==> config.mk <==
export PLATFORM = sky130hd
export DESIGN_NAME = hbd_port
export DESIGN_NICKNAME = d
export VERILOG_FILES = /design/src/include/hbd_pkg.sv /design/src/logic/hbd_fifo.sv /design/src/logic/hbd_port.sv
export SDC_FILE = /design/constraint.sdc
export NUM_CORES = 1
export LEC_CHECK = 0
export BUFFER_PORTS_ARGS = -buffer_cell sky130_fd_sc_hd__buf_2
export CORE_MARGIN = 3
export CORE_UTILIZATION = 60
export DETAILED_ROUTE_END_ITERATION = 16
export PLACE_DENSITY = 0.8
export SYNTH_ARGS = -nofsm -noshare
export SYNTH_HDL_FRONTEND = slang
export SYNTH_SLANG_ARGS = --single-unit
export TNS_END_PERCENT = 50
==> constraint.sdc <==
create_clock -name pclk -period 10.6 [get_ports pclk]
set_clock_uncertainty 0.2 [all_clocks]
set_input_delay 2.12 -clock pclk [delete_from_list [all_inputs] [get_ports pclk]]
set_output_delay 2.12 -clock pclk [all_outputs]
set_load 0.1 [all_outputs]
==> src/include/hbd_pkg.sv <==
package hbd_pkg;
  localparam logic [11:0] OFF_CTRL = 12'h000;
  localparam logic [11:0] OFF_STATUS = 12'h004;
  localparam logic [11:0] OFF_FIFO = 12'h008;
  localparam logic [11:0] OFF_COUNT = 12'h00C;
  localparam int CTRL_MODE_LSB = 0;
  localparam int CTRL_NEGATE_BIT = 2;
  localparam int CTRL_BURST_BIT = 3;
  localparam int CTRL_DMA_EN_BIT = 4;
  localparam logic [31:0] CTRL_RESET = 32'h0000_0000;
  localparam int END_DELAY_NS = 30;
  localparam int CLK_NS = 10;
  localparam int END_DELAY_CYC = (END_DELAY_NS + CLK_NS - 1) / CLK_NS;
  localparam int BURST_WORDS = 8;
  localparam int PREP_CYC = 2;
  typedef enum logic [1:0] {HBD_MODE1, HBD_MODE2, HBD_MODE3} hbd_mode_e;
  typedef enum logic [1:0] {HBD_IDLE, HBD_WAIT, HBD_DONE} hbd_acc_e;
endpackage : hbd_pkg

==> src/logic/hbd_fifo.sv <==
`timescale 1ns/1ns
`default_nettype none
module hbd_fifo
  import hbd_pkg::*;
#(
  parameter int WIDTH = 32,
  parameter int DEPTH = 16
) (
  input wire logic pclk,
  input wire logic presetn,
  input wire logic wr_valid,
  output logic wr_ready,
  input wire logic [WIDTH-1:0] wr_data,
  output logic rd_valid,
  input wire logic rd_ready,
  output logic [WIDTH-1:0] rd_data,
  output logic [$clog2(DEPTH):0] level
);
  localparam int AW = $clog2(DEPTH);
  typedef struct packed {
    logic [AW:0] wp;
    logic [AW:0] rp;
  } hbd_fifo_s;
  hbd_fifo_s st, next_st;
  logic [WIDTH-1:0] mem [DEPTH];
  logic do_wr, do_rd;

  assign level = st.wp - st.rp;
  assign wr_ready = level != (AW+1)'(DEPTH);
  assign rd_valid = level != '0;
  assign do_wr = wr_valid && wr_ready;
  assign do_rd = rd_valid && rd_ready;
  assign rd_data = mem[st.rp[AW-1:0]];

  always_comb begin
    next_st = st;
    if (do_wr) begin
      next_st.wp = st.wp + 1'b1;
    end
    if (do_rd) begin
      next_st.rp = st.rp + 1'b1;
    end
  end

  always_ff @(posedge pclk or negedge presetn) begin
    if (!presetn) begin
      st <= '0;
    end else begin
      st <= next_st;
    end
  end

  always_ff @(posedge pclk) begin
    if (do_wr) begin
      mem[st.wp[AW-1:0]] <= wr_data;
    end
  end
endmodule : hbd_fifo
`default_nettype wire

==> src/logic/hbd_port.sv <==
`timescale 1ns/1ns
`default_nettype none
module hbd_port
  import hbd_pkg::*;
#(
  parameter int DEPTH = 16
) (
  input wire logic pclk,
  input wire logic presetn,
  // apb slave
  input wire logic psel,
  input wire logic penable,
  input wire logic pwrite,
  input wire logic [11:0] paddr,
  input wire logic [31:0] pwdata,
  output logic [31:0] prdata,
  output logic pready,
  output logic pslverr,
  // host cpu access
  input wire logic host_cs_n,
  input wire logic host_rd_n,
  input wire logic host_we_n,
  input wire logic [3:0] byte_lane_enable_n,
  input wire logic [31:0] host_wdata,
  output logic [31:0] host_rdata,
  output logic host_ready_o,
  output logic host_ready_oe_n,
  // dma handshake
  output logic dma_request_out,
  input wire logic dma_transfer_ack_in,
  input wire logic dma_request_ack_in,
  input wire logic dma_grant_ack_in,
  input wire logic terminal_count_in_n,
  // display-list drain
  output logic dl_valid,
  input wire logic dl_ready,
  output logic [31:0] dl_data
);
  typedef struct packed {
    logic [31:0] ctrl;
    logic [15:0] count;
    hbd_acc_e acc;
    logic [1:0] prep;
    logic acc_wr;
    logic [31:0] rdata;
    logic ready_drv;
    logic ready_lvl;
    logic [3:0] lanes;
    logic [2:0] beat;
    logic [1:0] end_cnt;
    logic ending;
    logic req;
    logic [31:0] prdata;
  } hbd_s;
  hbd_s st, next_st;

  logic fifo_wr_valid, fifo_wr_ready;
  logic [31:0] fifo_wr_data;
  logic [$clog2(DEPTH):0] fifo_level;
  hbd_mode_e mode;
  logic negate_opt, burst, dma_en, room, last_ack;
  logic apb_acc, host_start;

  assign mode = hbd_mode_e'(st.ctrl[CTRL_MODE_LSB +: 2]);
  assign negate_opt = st.ctrl[CTRL_NEGATE_BIT];
  assign burst = st.ctrl[CTRL_BURST_BIT];
  assign dma_en = st.ctrl[CTRL_DMA_EN_BIT];
  assign room = fifo_level <= ($clog2(DEPTH)+1)'(DEPTH - BURST_WORDS);
  assign apb_acc = psel && penable;
  assign host_start = !host_cs_n && (!host_rd_n || !host_we_n) && st.acc == HBD_IDLE;
  // mode three: terminal when grant and count both active
  assign last_ack = (mode == HBD_MODE3) ? (dma_grant_ack_in && !terminal_count_in_n) :
    dma_request_ack_in;

  hbd_fifo #(.WIDTH(32), .DEPTH(DEPTH)) u_fifo (
    .pclk(pclk),
    .presetn(presetn),
    .wr_valid(fifo_wr_valid),
    .wr_ready(fifo_wr_ready),
    .wr_data(fifo_wr_data),
    .rd_valid(dl_valid),
    .rd_ready(dl_ready),
    .rd_data(dl_data),
    .level(fifo_level)
  );

  ////////////////////////////////////////////////////////////////////////////
  // fifo feed: dma strobe, apb write to fifo address, or host static write
  always_comb begin
    fifo_wr_valid = 1'b0;
    fifo_wr_data = host_wdata;
    if (dma_en && mode == HBD_MODE2 && dma_transfer_ack_in) begin
      fifo_wr_valid = 1'b1;
    end else if (apb_acc && pwrite && paddr == OFF_FIFO) begin
      fifo_wr_valid = 1'b1;
      fifo_wr_data = pwdata;
    end else if (st.acc == HBD_DONE && st.acc_wr) begin
      fifo_wr_valid = 1'b1;
      fifo_wr_data = host_wdata;
    end
  end

  ////////////////////////////////////////////////////////////////////////////
  always_comb begin
    next_st = st;
    // apb registers
    if (apb_acc && pwrite) begin
      if (paddr == OFF_CTRL) begin
        next_st.ctrl = pwdata;
      end else if (paddr == OFF_COUNT) begin
        next_st.count = pwdata[15:0];
      end
    end
    // read data loaded in setup so it stands through the access phase
    if (psel && !penable && !pwrite) begin
      if (paddr == OFF_CTRL) begin
        next_st.prdata = st.ctrl;
      end else if (paddr == OFF_STATUS) begin
        next_st.prdata = {20'h0, st.req, st.ending, st.acc, 8'(fifo_level)};
      end else if (paddr == OFF_COUNT) begin
        next_st.prdata = {16'h0, st.count};
      end else begin
        next_st.prdata = 32'h0000_0000;
      end
    end
    // host static access sequencer
    case (st.acc)
      HBD_IDLE: begin
        next_st.ready_drv = 1'b0;
        if (host_start) begin
          next_st.acc = HBD_WAIT;
          next_st.prep = 2'(PREP_CYC);
          next_st.acc_wr = !host_we_n;
          // byte lanes only on writes in mode three
          next_st.lanes = (mode == HBD_MODE3 && host_we_n) ? 4'h0 : byte_lane_enable_n;
          next_st.ready_drv = 1'b1;
          next_st.ready_lvl = (mode == HBD_MODE1) ? 1'b0 : 1'b1;
        end
      end
      HBD_WAIT: begin
        if (st.prep != 2'h0) begin
          next_st.prep = st.prep - 2'h1;
        end else if (!st.acc_wr || fifo_wr_ready) begin
          next_st.acc = HBD_DONE;
          next_st.rdata = {16'h0, st.count};
          next_st.ready_lvl = (mode == HBD_MODE1) ? 1'b1 : 1'b0;
        end
      end
      default: begin
        next_st.acc = HBD_IDLE;
        // mode three drives ready then floats
        next_st.ready_drv = 1'b0;
        next_st.ready_lvl = (mode == HBD_MODE1) ? 1'b0 : 1'b1;
      end
    endcase
    // dma request and termination
    if (!dma_en) begin
      next_st.req = 1'b0;
      next_st.ending = 1'b0;
      next_st.beat = 3'h0;
    end else if (st.ending) begin
      next_st.end_cnt = st.end_cnt + 2'h1;
      if (st.end_cnt == 2'(END_DELAY_CYC)) begin
        next_st.req = 1'b0;
        next_st.ending = 1'b0;
        next_st.ctrl[CTRL_DMA_EN_BIT] = 1'b0;
      end
    end else if (last_ack && (mode == HBD_MODE3 || dma_transfer_ack_in || st.acc == HBD_DONE)) begin
      if (mode == HBD_MODE3) begin
        next_st.req = 1'b0;
        next_st.ctrl[CTRL_DMA_EN_BIT] = 1'b0;
      end else begin
        next_st.ending = 1'b1;
        next_st.end_cnt = 2'h1;
      end
    end else if (mode == HBD_MODE2) begin
      if (dma_transfer_ack_in) begin
        next_st.beat = (!burst || st.beat == 3'(BURST_WORDS - 1)) ? 3'h0 : st.beat + 3'h1;
      end
      // single-address: level follows fifo room
      next_st.req = room;
    end else begin
      next_st.req = negate_opt ? (st.acc != HBD_WAIT) : 1'b1;
    end
  end

  always_ff @(posedge pclk or negedge presetn) begin
    if (!presetn) begin
      st <= '0;
      st.ctrl <= CTRL_RESET;
      st.ready_lvl <= 1'b1;
    end else begin
      st <= next_st;
    end
  end

  ////////////////////////////////////////////////////////////////////////////
  assign prdata = st.prdata;
  assign pready = 1'b1;
  assign pslverr = 1'b0;
  assign host_rdata = st.rdata;
  assign host_ready_o = st.ready_lvl;
  assign host_ready_oe_n = !(st.ready_drv || mode != HBD_MODE3);
  assign dma_request_out = st.req;

  ////////////////////////////////////////////////////////////////////////////
  property p_wait_mode1;
    @(posedge pclk) disable iff (!presetn)
      (host_start && mode == HBD_MODE1) |=> !host_ready_o [*2];
  endproperty
  a_wait_mode1: assert property (p_wait_mode1) else $error("mode one wait not held");
  property p_notready_mode2;
    @(posedge pclk) disable iff (!presetn)
      (host_start && mode == HBD_MODE2) |=> host_ready_o [*2];
  endproperty
  a_notready_mode2: assert property (p_notready_mode2) else $error("mode two ready early");
  property p_release_mode3;
    @(posedge pclk) disable iff (!presetn)
      (st.acc == HBD_DONE && mode == HBD_MODE3) |-> !host_ready_o ##1 host_ready_oe_n;
  endproperty
  a_release_mode3: assert property (p_release_mode3) else $error("mode three not released");
  property p_lanes_read;
    @(posedge pclk) disable iff (!presetn)
      (host_start && mode == HBD_MODE3 && host_we_n) |=> st.lanes == 4'h0;
  endproperty
  a_lanes_read: assert property (p_lanes_read) else $error("lanes used on read");
  property p_capture;
    @(posedge pclk) disable iff (!presetn)
      (dma_en && mode == HBD_MODE2 && dma_transfer_ack_in) |-> fifo_wr_valid;
  endproperty
  a_capture: assert property (p_capture) else $error("ack data not captured");
  property p_drop_full;
    @(posedge pclk) disable iff (!presetn)
      (dma_en && mode == HBD_MODE2 && !room && !st.ending && !last_ack) |=> !dma_request_out;
  endproperty
  a_drop_full: assert property (p_drop_full) else $error("request held while full");
  property p_negate_opt;
    @(posedge pclk) disable iff (!presetn)
      (dma_en && mode == HBD_MODE1 && negate_opt && st.acc == HBD_WAIT && !st.ending && !last_ack)
        |=> !dma_request_out;
  endproperty
  a_negate_opt: assert property (p_negate_opt) else $error("request not dropped");
  property p_end3;
    @(posedge pclk) disable iff (!presetn)
      (st.ending && st.end_cnt == 2'h1 && dma_en) |=> ##2 !dma_request_out;
  endproperty
  a_end3: assert property (p_end3) else $error("end negate timing wrong");
  property p_tc;
    @(posedge pclk) disable iff (!presetn)
      (dma_en && mode == HBD_MODE3 && dma_grant_ack_in && !terminal_count_in_n) |=> !dma_request_out;
  endproperty
  a_tc: assert property (p_tc) else $error("mode three end missed");
  c_host: cover property (@(posedge pclk) st.acc == HBD_DONE);
  c_dma: cover property (@(posedge pclk) mode == HBD_MODE2 && dma_transfer_ack_in);
  c_burst: cover property (@(posedge pclk) st.beat == 3'h7);
  c_end: cover property (@(posedge pclk) st.ending);
endmodule : hbd_port
`default_nettype wire

==> impl_metrics.json, run 1 <==
{
  "antenna_found_initial": 1,
  "synthArstFlopShare_pct": 18.60,
  "first_global_vias": 13480,
  "ys_ff_latch": 629,
  "fp.dieH_um": 211.8,
  "power_frac_seq_pct": 38.8,
  "yosysWarnings": 0,
  "cts_tree": "yes",
  "max_cap_viol_count": 0,
  "avgViaCountPerCell": 6.530,
  "htree_levels": 2,
  "path_max_fanout": 53,
  "placed_cells": 1859,
  "p_leak_nw": 10.15,
  "port_buffers": 172,
  "setup_violations": 0,
  "fin_util_pct": 68.48,
  "rsz0062_at_grt": "no",
  "grt_pass1_wl_um": 86690,
  "crit_path_end_kind": "primary output",
  "ys_types": 62,
  "crit_type": "reg2out",
  "postSynthCellCount": 1242,
  "drcViolationCount": 0,
  "ioPinCount": 195,
  "ctsResizeCount": 0,
  "synth-main-ff-cell": "edfxtp_1",
  "p_total_mw": 7.392,
  "grt_max_degree": 68,
  "slowest_delay_ns": 0.77,
  "cts_made_buffers": 58,
  "ant_nets": 0,
  "syn_area_um2": 25400,
  "drt_pass1_iterations": 5,
  "cts_setup_buffers": 0,
  "swShare_pct": 36.39,
  "num_rows": 74,
  "fin_cells": 1969,
  "cp.arrival_ns": 4.17,
  "num_vias": 12860,
  "fillerInstances": 2526,
  "holdWs_ns": 0.2738,
  "grt_usage_pct": 26.88,
  "cts_root_buf": "clkbuf_16",
  "p_clk_share_pct": 27.7,
  "hp-class": "reg2reg",
  "wl_per_cell_um": 29.73,
  "relSlewSlack_pct": 17.40,
  "cts_num_sinks": 629,
  "die_w_um": 211.8,
  "areaGrowthSynthToFinish_pct": 11.33,
  "start_kind": "register",
  "crit_chain": "buf_4 -> buf_4 -> mux4_2 -> mux4_2 -> buf_2",
  "ys_seq_area_share_pct": 72.06,
  "clk_pin_slew_ns": 0.06,
  "hold_violations": 0,
  "p_per_area_nw_per_um2": 261.4,
  "cts_max_path_buffers": 3,
  "required_ns": 8.28,
  "post-route-period-util_pct": 61.20,
  "insertion_delay_ns": 0.61,
  "synth_top_area_share_pct": 60.53,
  "max_freq_mhz": 154.1,
  "drive_gt1_share_pct": 39.07,
  "overflow": 0,
  "synthTopCellsByArea": "edfxtp_1 61%, mux4_2 14%, dfrtp_1 11%, mux2_2 4.0%, buf_4 2.1%",
  "fin_tns_setup_ns": 0,
  "synth_common_cells": "512 x edfxtp_1, 160 x mux4_2, 116 x dfrtp_1",
  "nets": 1492,
  "yosysTopAreaCell": "edfxtp_1",
  "wirelength_um": 58550,
  "dieArea_um2": 44840,
  "synth_most_common_cell": "edfxtp_1",
  "p_switching_mw": 2.690,
  "synth_edf_count": 512,
  "drtIter0Drc": 1225,
  "worst_path_max_delay_cell": "buf_4",
  "dp_hpwl_um": 30420,
  "avgSynthCellArea_um2": 20.45,
  "slew_violations": 0,
  "min_period_ns": 6.487,
  "pwr-share-comb_pct": 33.5,
  "vdd_drop_max_mv": 0.2205,
  "postCtsHoldBufs": 0,
  "coreArea_um2": 41290,
  "start_util_pct": 61.51,
  "worst_pin_slew_ns": 1.239,
  "place_congestion": 0.8049,
  "outcome": "completed",
  "intPower_mw": 4.702
}
## flip-flops by register name (all words and copies together) (netlist names)
register	cells
burst	1
u_fifo.mem	512
u_fifo.st	10
prdata	32
mode	2
host_rdata	16
host_ready_o	1
negate_opt	1
dma_en	1
dma_request_out	1
st	52
## cell type report
type	instances	area, um2	area share, %
tap	532	665.6	2.354
timing repair buffer	192	1013	3.584
antenna	1	2.502	0.008849
inverter	9	33.78	0.1195
clock buffer	77	1544	5.460
sequential	629	18310	64.76
multi-input combinational	497	6410	22.67
clock inverter	32	297.8	1.053
## power by group through the flow
stage / logic (mW) / clock network, mW / registers, mW
floorplan: 2.16 / 0 / 2.80
global placement: 2.44 / 0 / 2.91
detailed placement: 2.47 / 0 / 2.92
CTS: 2.50 / 2.07 / 2.87
global route: 2.59 / 2.16 / 2.88
finish: 2.48 / 2.05 / 2.87
## through the flow
step                area, um2  setup WS, ns
finish                  28280         4.113
global placement        26440         4.742
CTS                     28280         4.027
floorplan               25460         4.619
detailed placement      26440         4.736
global route            28280         3.958
## final timing paths
| check | slack, ns | cells after the start | endpoint | startpoint |
|---|---|---|---|---|
| setup / recovery | 4.11 | 5 | dl_data[4] | u_fifo.st[1] |
| hold / removal | 0.27 | 2 | prdata[1] | prdata[1] |
| setup reg to reg | 5.85 | 7 | u_fifo.mem[2][16] | u_fifo.st[3] |
| hold reg to reg | 0.27 | 2 | prdata[1] | prdata[1] |
| max in group asynchronous | 7.52 | 2 | st[95] | presetn |
| min in group asynchronous | 1.34 | 1 | st[34] | presetn |
## per-layer routing
layer / global-route usage (%) / share of wire [%] / up-vias
met4: 10.00 / 3.3 / 0
met3: 5.039 / 7.6 / 137
met1: 35.47 / 37 / 6778
met5: 0 / 0 / -
li1: - / - / 5256
met2: 45.53 / 52 / 686
## cell usage in the layout (no fill, tap or decap), types with 7 or more instances in the layout
master,netlist,routed
edfxtp_1,512,512
buf_2,14,171
mux4_2,160,160
dfrtp_1,116,113
mux2_2,90,90
clkbuf_16,0,59
nand2_1,34,34
buf_4,70,21
o21ai_0,20,20
a22o_1,20,20
conb_1,2,18
clkbuf_1,27,18
a22oi_1,15,15
clkinv_1,0,15
nor2_1,14,14
and3_2,0,13
ha_1,11,11
mux2_4,9,9
xnor2_1,8,8
inv_1,8,8
clkinv_2,0,8
o31ai_1,7,7
nand2b_1,7,7
a21oi_1,7,7
## critical path: cells and delay by family (launching register included)
family | cells | cell delay [ns]
buffers and inverters | 3 | 1.77
DFF | 1 | 0.76
muxes | 2 | 0.97
## cells by family (layout without fill, tap and decap cells)
family / count (synthesis) / after routing / synth area share [%]
adders and majority gates: 12 / 12 / 0.6206
and+or+nand+nor: 105 / 105 / 2.409
muxes: 262 / 262 / 18.83
other: 2 / 19 / 0.02956
xor gates and xnor gates: 12 / 12 / 0.4137
AOI/OAI and AO/OA: 88 / 88 / 2.556
buffers and inverters: 132 / 310 / 3.083
DFF: 629 / 629 / 72.06
Power figures use the tool's default switching activity.
==> run 2: changes to the inputs <==
Settings changed: CORE_UTILIZATION 60 to 54, PLACE_DENSITY 0.8 to 0.76.
Clock period 10.6 ns to 5.8 ns, I/O delays scaled along.
==> impl_metrics.json, run 2 (synthesis results as in run 1) <==
{
  "num_rows": 78,
  "drcViolationCount": 0,
  "grt_max_degree": 85,
  "setup_violations": 0,
  "r2r_setup_slack_ns": 1.18,
  "cts_setup_buffers": 0,
  "num_antenna_cells": 0,
  "intPower_mw": 8.580,
  "htree_levels": 2,
  "fin_tns_setup_ns": 0,
  "hp-class": "reg2reg",
  "fp.dieH_um": 222.9,
  "fin_util_pct": 62.06,
  "swShare_pct": 36.59,
  "post-route-period-util_pct": 88.85,
  "wirelength_um": 56510,
  "cts_num_sinks": 629,
  "largest_reg_flops": 512,
  "grt_pass1_wl_um": 85770,
  "crit_type": "reg2out",
  "outcome": "completed",
  "coreArea_um2": 45970,
  "dieArea_um2": 49680,
  "rr_endpoint": "u_fifo.mem[4][18]",
  "cp.arrival_ns": 3.79,
  "drive_gt1_share_pct": 40.67,
  "drtIter0Drc": 1235,
  "cts_max_path_buffers": 3,
  "r2r-start": "u_fifo.st[1]",
  "p_per_area_nw_per_um2": 474.3,
  "start_util_pct": 55.26,
  "num_vias": 12660,
  "crit_path_end_kind": "primary output",
  "max_cap_viol_count": 0,
  "first_global_vias": 13330,
  "p_clk_share_pct": 27.7,
  "overflow": 0,
  "endpoint": "dl_data[26]",
  "postCtsHoldBufs": 0,
  "ant_nets": 0,
  "relSlewSlack_pct": 34.84,
  "final_cell_mix": "512 x edfxtp_1, 171 x buf_2, 160 x mux4_2, 113 x dfrtp_1, 90 x mux2_2",
  "cts_root_buf": "clkbuf_16",
  "port_buffers": 172,
  "vdd_drop_max_mv": 0.4855,
  "rsz0062_at_grt": "no",
  "die_w_um": 222.9,
  "cts_tree": "yes",
  "ctsResizeCount": 0,
  "hold_violations": 0,
  "wl_per_cell_um": 27.53,
  "slew_violations": 0,
  "final_common_cell": "edfxtp_1",
  "p_switching_mw": 4.951,
  "antenna_found_initial": 1,
  "grt_usage_pct": 23.11,
  "required_ns": 4.44,
  "worst_pin_slew_ns": 0.9774,
  "avgViaCountPerCell": 6.165,
  "areaGrowthSynthToFinish_pct": 12.31,
  "path_max_fanout": 55,
  "crit_path_start": "u_fifo.st[1]",
  "clk_pin_slew_ns": 0.07,
  "min_period_ns": 5.153,
  "start_kind": "register",
  "drt_pass1_iterations": 5,
  "cts_made_buffers": 59,
  "p_leak_nw": 10.27,
  "ioPinCount": 195,
  "nets": 1508,
  "insertion_delay_ns": 0.62,
  "pwr-share-comb_pct": 34.4,
  "place_congestion": 0.7739,
  "r2r_cells": 8,
  "power_frac_seq_pct": 37.9,
  "max_freq_mhz": 194.0,
  "fillerInstances": 3106,
  "dp_hpwl_um": 32350
}
run 2: cell count changes in the layout (fill, tap and decap cells not counted), moves of 3 or more:
| cell | change |
|---|---|
| clkbuf_1 | -12 |
| clkinv_2 | +5 |
| clkbuf_4 | +3 |
| clkinvlp_4 | +3 |
| clkbuf_8 | +4 |
| bufinv_16 | -3 |
| buf_4 | +14 |
run 2: how the worst min path moves through the flow:
stage          cells after the start  slack (ns)         end  startpoint
2_1_floorplan                      2        0.25      st[44]      st[44]
3_3_place_gp                       2        0.26   prdata[1]   prdata[1]
3_5_place_dp                       2        0.27   prdata[0]   prdata[0]
4_1_cts                            2        0.28  prdata[11]  prdata[11]
5_1_grt                            2        0.31   prdata[1]   prdata[1]
6_report                           2        0.28  prdata[13]  prdata[13]
run 2: layout make-up:
class	count	area [um2]	share of cell area [%]
well taps	600	750.7	2.631
repair buffers	207	1139	3.991
flip-flops and latches	629	18310	64.19
multi-input cells	497	6410	22.47
clock inverters	38	281.5	0.9868
clock buffers	73	1602	5.614
inverters	9	33.78	0.1184
run 2: power groups by stage:
| stage | clock (mW) | sequential, mW | combinational (mW) |
|---|---|---|---|
| floorplan | 0 | 5.12 | 3.96 |
| global placement | 0 | 5.21 | 4.65 |
| detailed placement | 0 | 5.21 | 4.69 |
| CTS | 3.82 | 5.12 | 4.72 |
| global route | 3.99 | 5.13 | 4.89 |
| finish | 3.75 | 5.12 | 4.66 |
run 2: through the flow:
step / instances / cell area, um2 / worst slack, ns / power (mW) / hold WS [ns]
after floorplan: 1258 / 25460 / 0.5720 / 9.071 / 0.2477
after global placement: 1942 / 26650 / 1.342 / 9.860 / 0.2588
after detailed placement: 1942 / 26650 / 1.184 / 9.904 / 0.2678
after CTS: 2053 / 28530 / 0.6759 / 13.66 / 0.2827
after global routing: 2053 / 28530 / 0.6039 / 14.01 / 0.3080
final: 2053 / 28530 / 0.6466 / 13.53 / 0.2803
run 2: worst max-delay path, stage by stage, from the launching register on:
cell and delay [ns]:
dfrtp_4 0.98, buf_4 0.73, mux4_2 0.46, mux4_2 0.52, buf_2 0.32
run 2: metal layers:
| layer | global-route usage [%] | up-vias | share of wire [%] |
|---|---|---|---|
| met5 | 0 | - | 0 |
| met4 | 6.419 | 0 | 2.5 |
| met3 | 4.145 | 106 | 6.6 |
| met2 | 37.68 | 560 | 51 |
| met1 | 32.77 | 6685 | 40 |
| li1 | - | 5305 | - |
==> run 3: changes to the inputs <==
Settings changed: CELL_PAD_IN_SITES_DETAIL_PLACEMENT set to 2, CELL_PAD_IN_SITES_GLOBAL_PLACEMENT set to 2, CORE_UTILIZATION 54 to 44, CTS_BUF_LIST set to sky130_fd_sc_hd__clkbuf_8, CTS_CLUSTER_DIAMETER set to 150, PLACE_DENSITY 0.76 to not set, PLACE_DENSITY_LB_ADDON set to 0.1.
==> impl_metrics.json, run 3 (synthesis results as in run 1) <==
{
  "crit_family": "adder cells",
  "wirelength_um": 69250,
  "wl_per_cell_um": 30.35,
  "cts_made_buffers": 104,
  "ant_nets": 0,
  "fin_tns_setup_ns": 0,
  "dp_hpwl_um": 40860,
  "max_cap_viol_count": 0,
  "overflow": 0,
  "die_w_um": 246.3,
  "place_congestion": 0.7705,
  "coreArea_um2": 56710,
  "rsz0062_at_grt": "no",
  "clk_pin_slew_ns": 0.07,
  "min_period_ns": 5.037,
  "start_util_pct": 44.79,
  "fin_ws_ns": 0.7633,
  "cp.arrival_ns": 3.68,
  "largest_reg_flops": 512,
  "ctsResizeCount": 0,
  "setup_violations": 0,
  "r2r_cells": 8,
  "final_cell_mix": "512 x edfxtp_1, 171 x buf_2, 160 x mux4_2, 113 x dfrtp_1, 110 x clkbuf_8",
  "grt_pass1_wl_um": 102200,
  "antenna_found_initial": 7,
  "slew_violations": 0,
  "crit_path_start": "u_fifo.st[0]",
  "final_cell_area_um2": 28880,
  "endpoint": "dl_valid",
  "hp-class": "reg2reg",
  "crit_path_end_kind": "primary output",
  "insertion_delay_ns": 0.68,
  "dpl_cell_area_um2": 26950,
  "drcViolationCount": 0,
  "cts_setup_buffers": 0,
  "final_common_cell": "edfxtp_1",
  "outcome": "completed",
  "fp.dieH_um": 246.3,
  "grt_usage_pct": 23.49,
  "nets": 1547,
  "num_vias": 12940,
  "cts_num_sinks": 629,
  "worst_pin_slew_ns": 1.117,
  "drt_pass1_iterations": 5,
  "worst_path_max_delay_cell": "xor2_1",
  "path_max_fanout": 24,
  "hold_violations": 0,
  "crit_type": "reg2out",
  "p_total_mw": 13.55,
  "cts_tree": "yes",
  "port_buffers": 172,
  "max_freq_mhz": 198.5,
  "areaGrowthSynthToFinish_pct": 13.68,
  "cts_root_buf": "clkbuf_8",
  "dieArea_um2": 60650,
  "relSlewSlack_pct": 25.41,
  "avgViaCountPerCell": 5.672,
  "drtIter0Drc": 881,
  "required_ns": 4.44,
  "p_per_area_nw_per_um2": 469.1,
  "post-route-period-util_pct": 86.84,
  "crit_buf_inv": 1,
  "first_global_vias": 14720,
  "htree_levels": 3,
  "rr_endpoint": "u_fifo.mem[0][7]",
  "crit_chain": "ha_1 -> fa_1 -> nand2b_1 -> a21oi_1 -> xor2_1 -> nand2_1 -> buf_2",
  "r2r_setup_slack_ns": 1.37,
  "dp_slack_ns": 1.299,
  "postCtsHoldBufs": 0,
  "slowest_delay_ns": 0.70,
  "num_rows": 87,
  "grt_max_degree": 103,
  "vdd_drop_max_mv": 0.5003,
  "r2r-start": "u_fifo.st[0]",
  "start_kind": "register",
  "drive_gt1_share_pct": 40.77,
  "p_leak_nw": 10.42,
  "ioPinCount": 195,
  "path_depth": 7,
  "cts_max_path_buffers": 3
}
==> run 3: metrics by stage <==
stage               utilization (%)  hold slack (ns)  std cells
finish                        50.92           0.2855       2282
global route                  50.91           0.3090       2281
CTS                           50.90           0.2896       2279
detailed placement            47.51           0.2701       2092
global placement              47.51           0.2664       2092
floorplan                         -           0.2477       1258
==> run 3: per-layer routing <==
layer	up-vias	part of all wire, %	global-route usage (%)
met4	0	1.9	5.922
met1	7079	43	32.37
met2	374	51	39.32
met3	96	4.5	3.886
met5	-	0	0
li1	5394	-	-
==> run 3: worst min-delay path by stage <==
| stage | start | to | depth (start not counted) |
|---|---|---|---|
| global placement | prdata[1] | prdata[1] | 2 |
| CTS | prdata[1] | prdata[1] | 2 |
| global route | prdata[1] | prdata[1] | 2 |
| finish | prdata[0] | prdata[0] | 2 |
| floorplan | st[44] | st[44] | 2 |
| detailed placement | prdata[1] | prdata[1] | 2 |
==> run 3: cell type report <==
class | count | area [um2]
clock inverter | 77 | 409.1
timing repair buffer | 201 | 1244
tap | 756 | 945.9
inverter | 9 | 33.78
antenna | 3 | 7.507
clock buffer | 110 | 1514
sequential | 629 | 18310
multi-input combinational | 497 | 6410
fill | 5019 | 27840
==> run 3: power by group <==
part / total [mW] / leakage [nW] / internal (mW) / switching (mW)
clock: 3.68 / 1.08 / 1.88 / 1.80
combinational: 4.73 / 3.14 / 1.51 / 3.21
sequential: 5.14 / 6.20 / 4.97 / 0.171
==> run 3: worst min-delay path, delay by kind of cell, from the launching register on <==
family	cells	cell delay [ns]
AOI/OAI and AO/OA	1	0.06
DFF	1	0.34
and+or+nand+nor	1	0.05
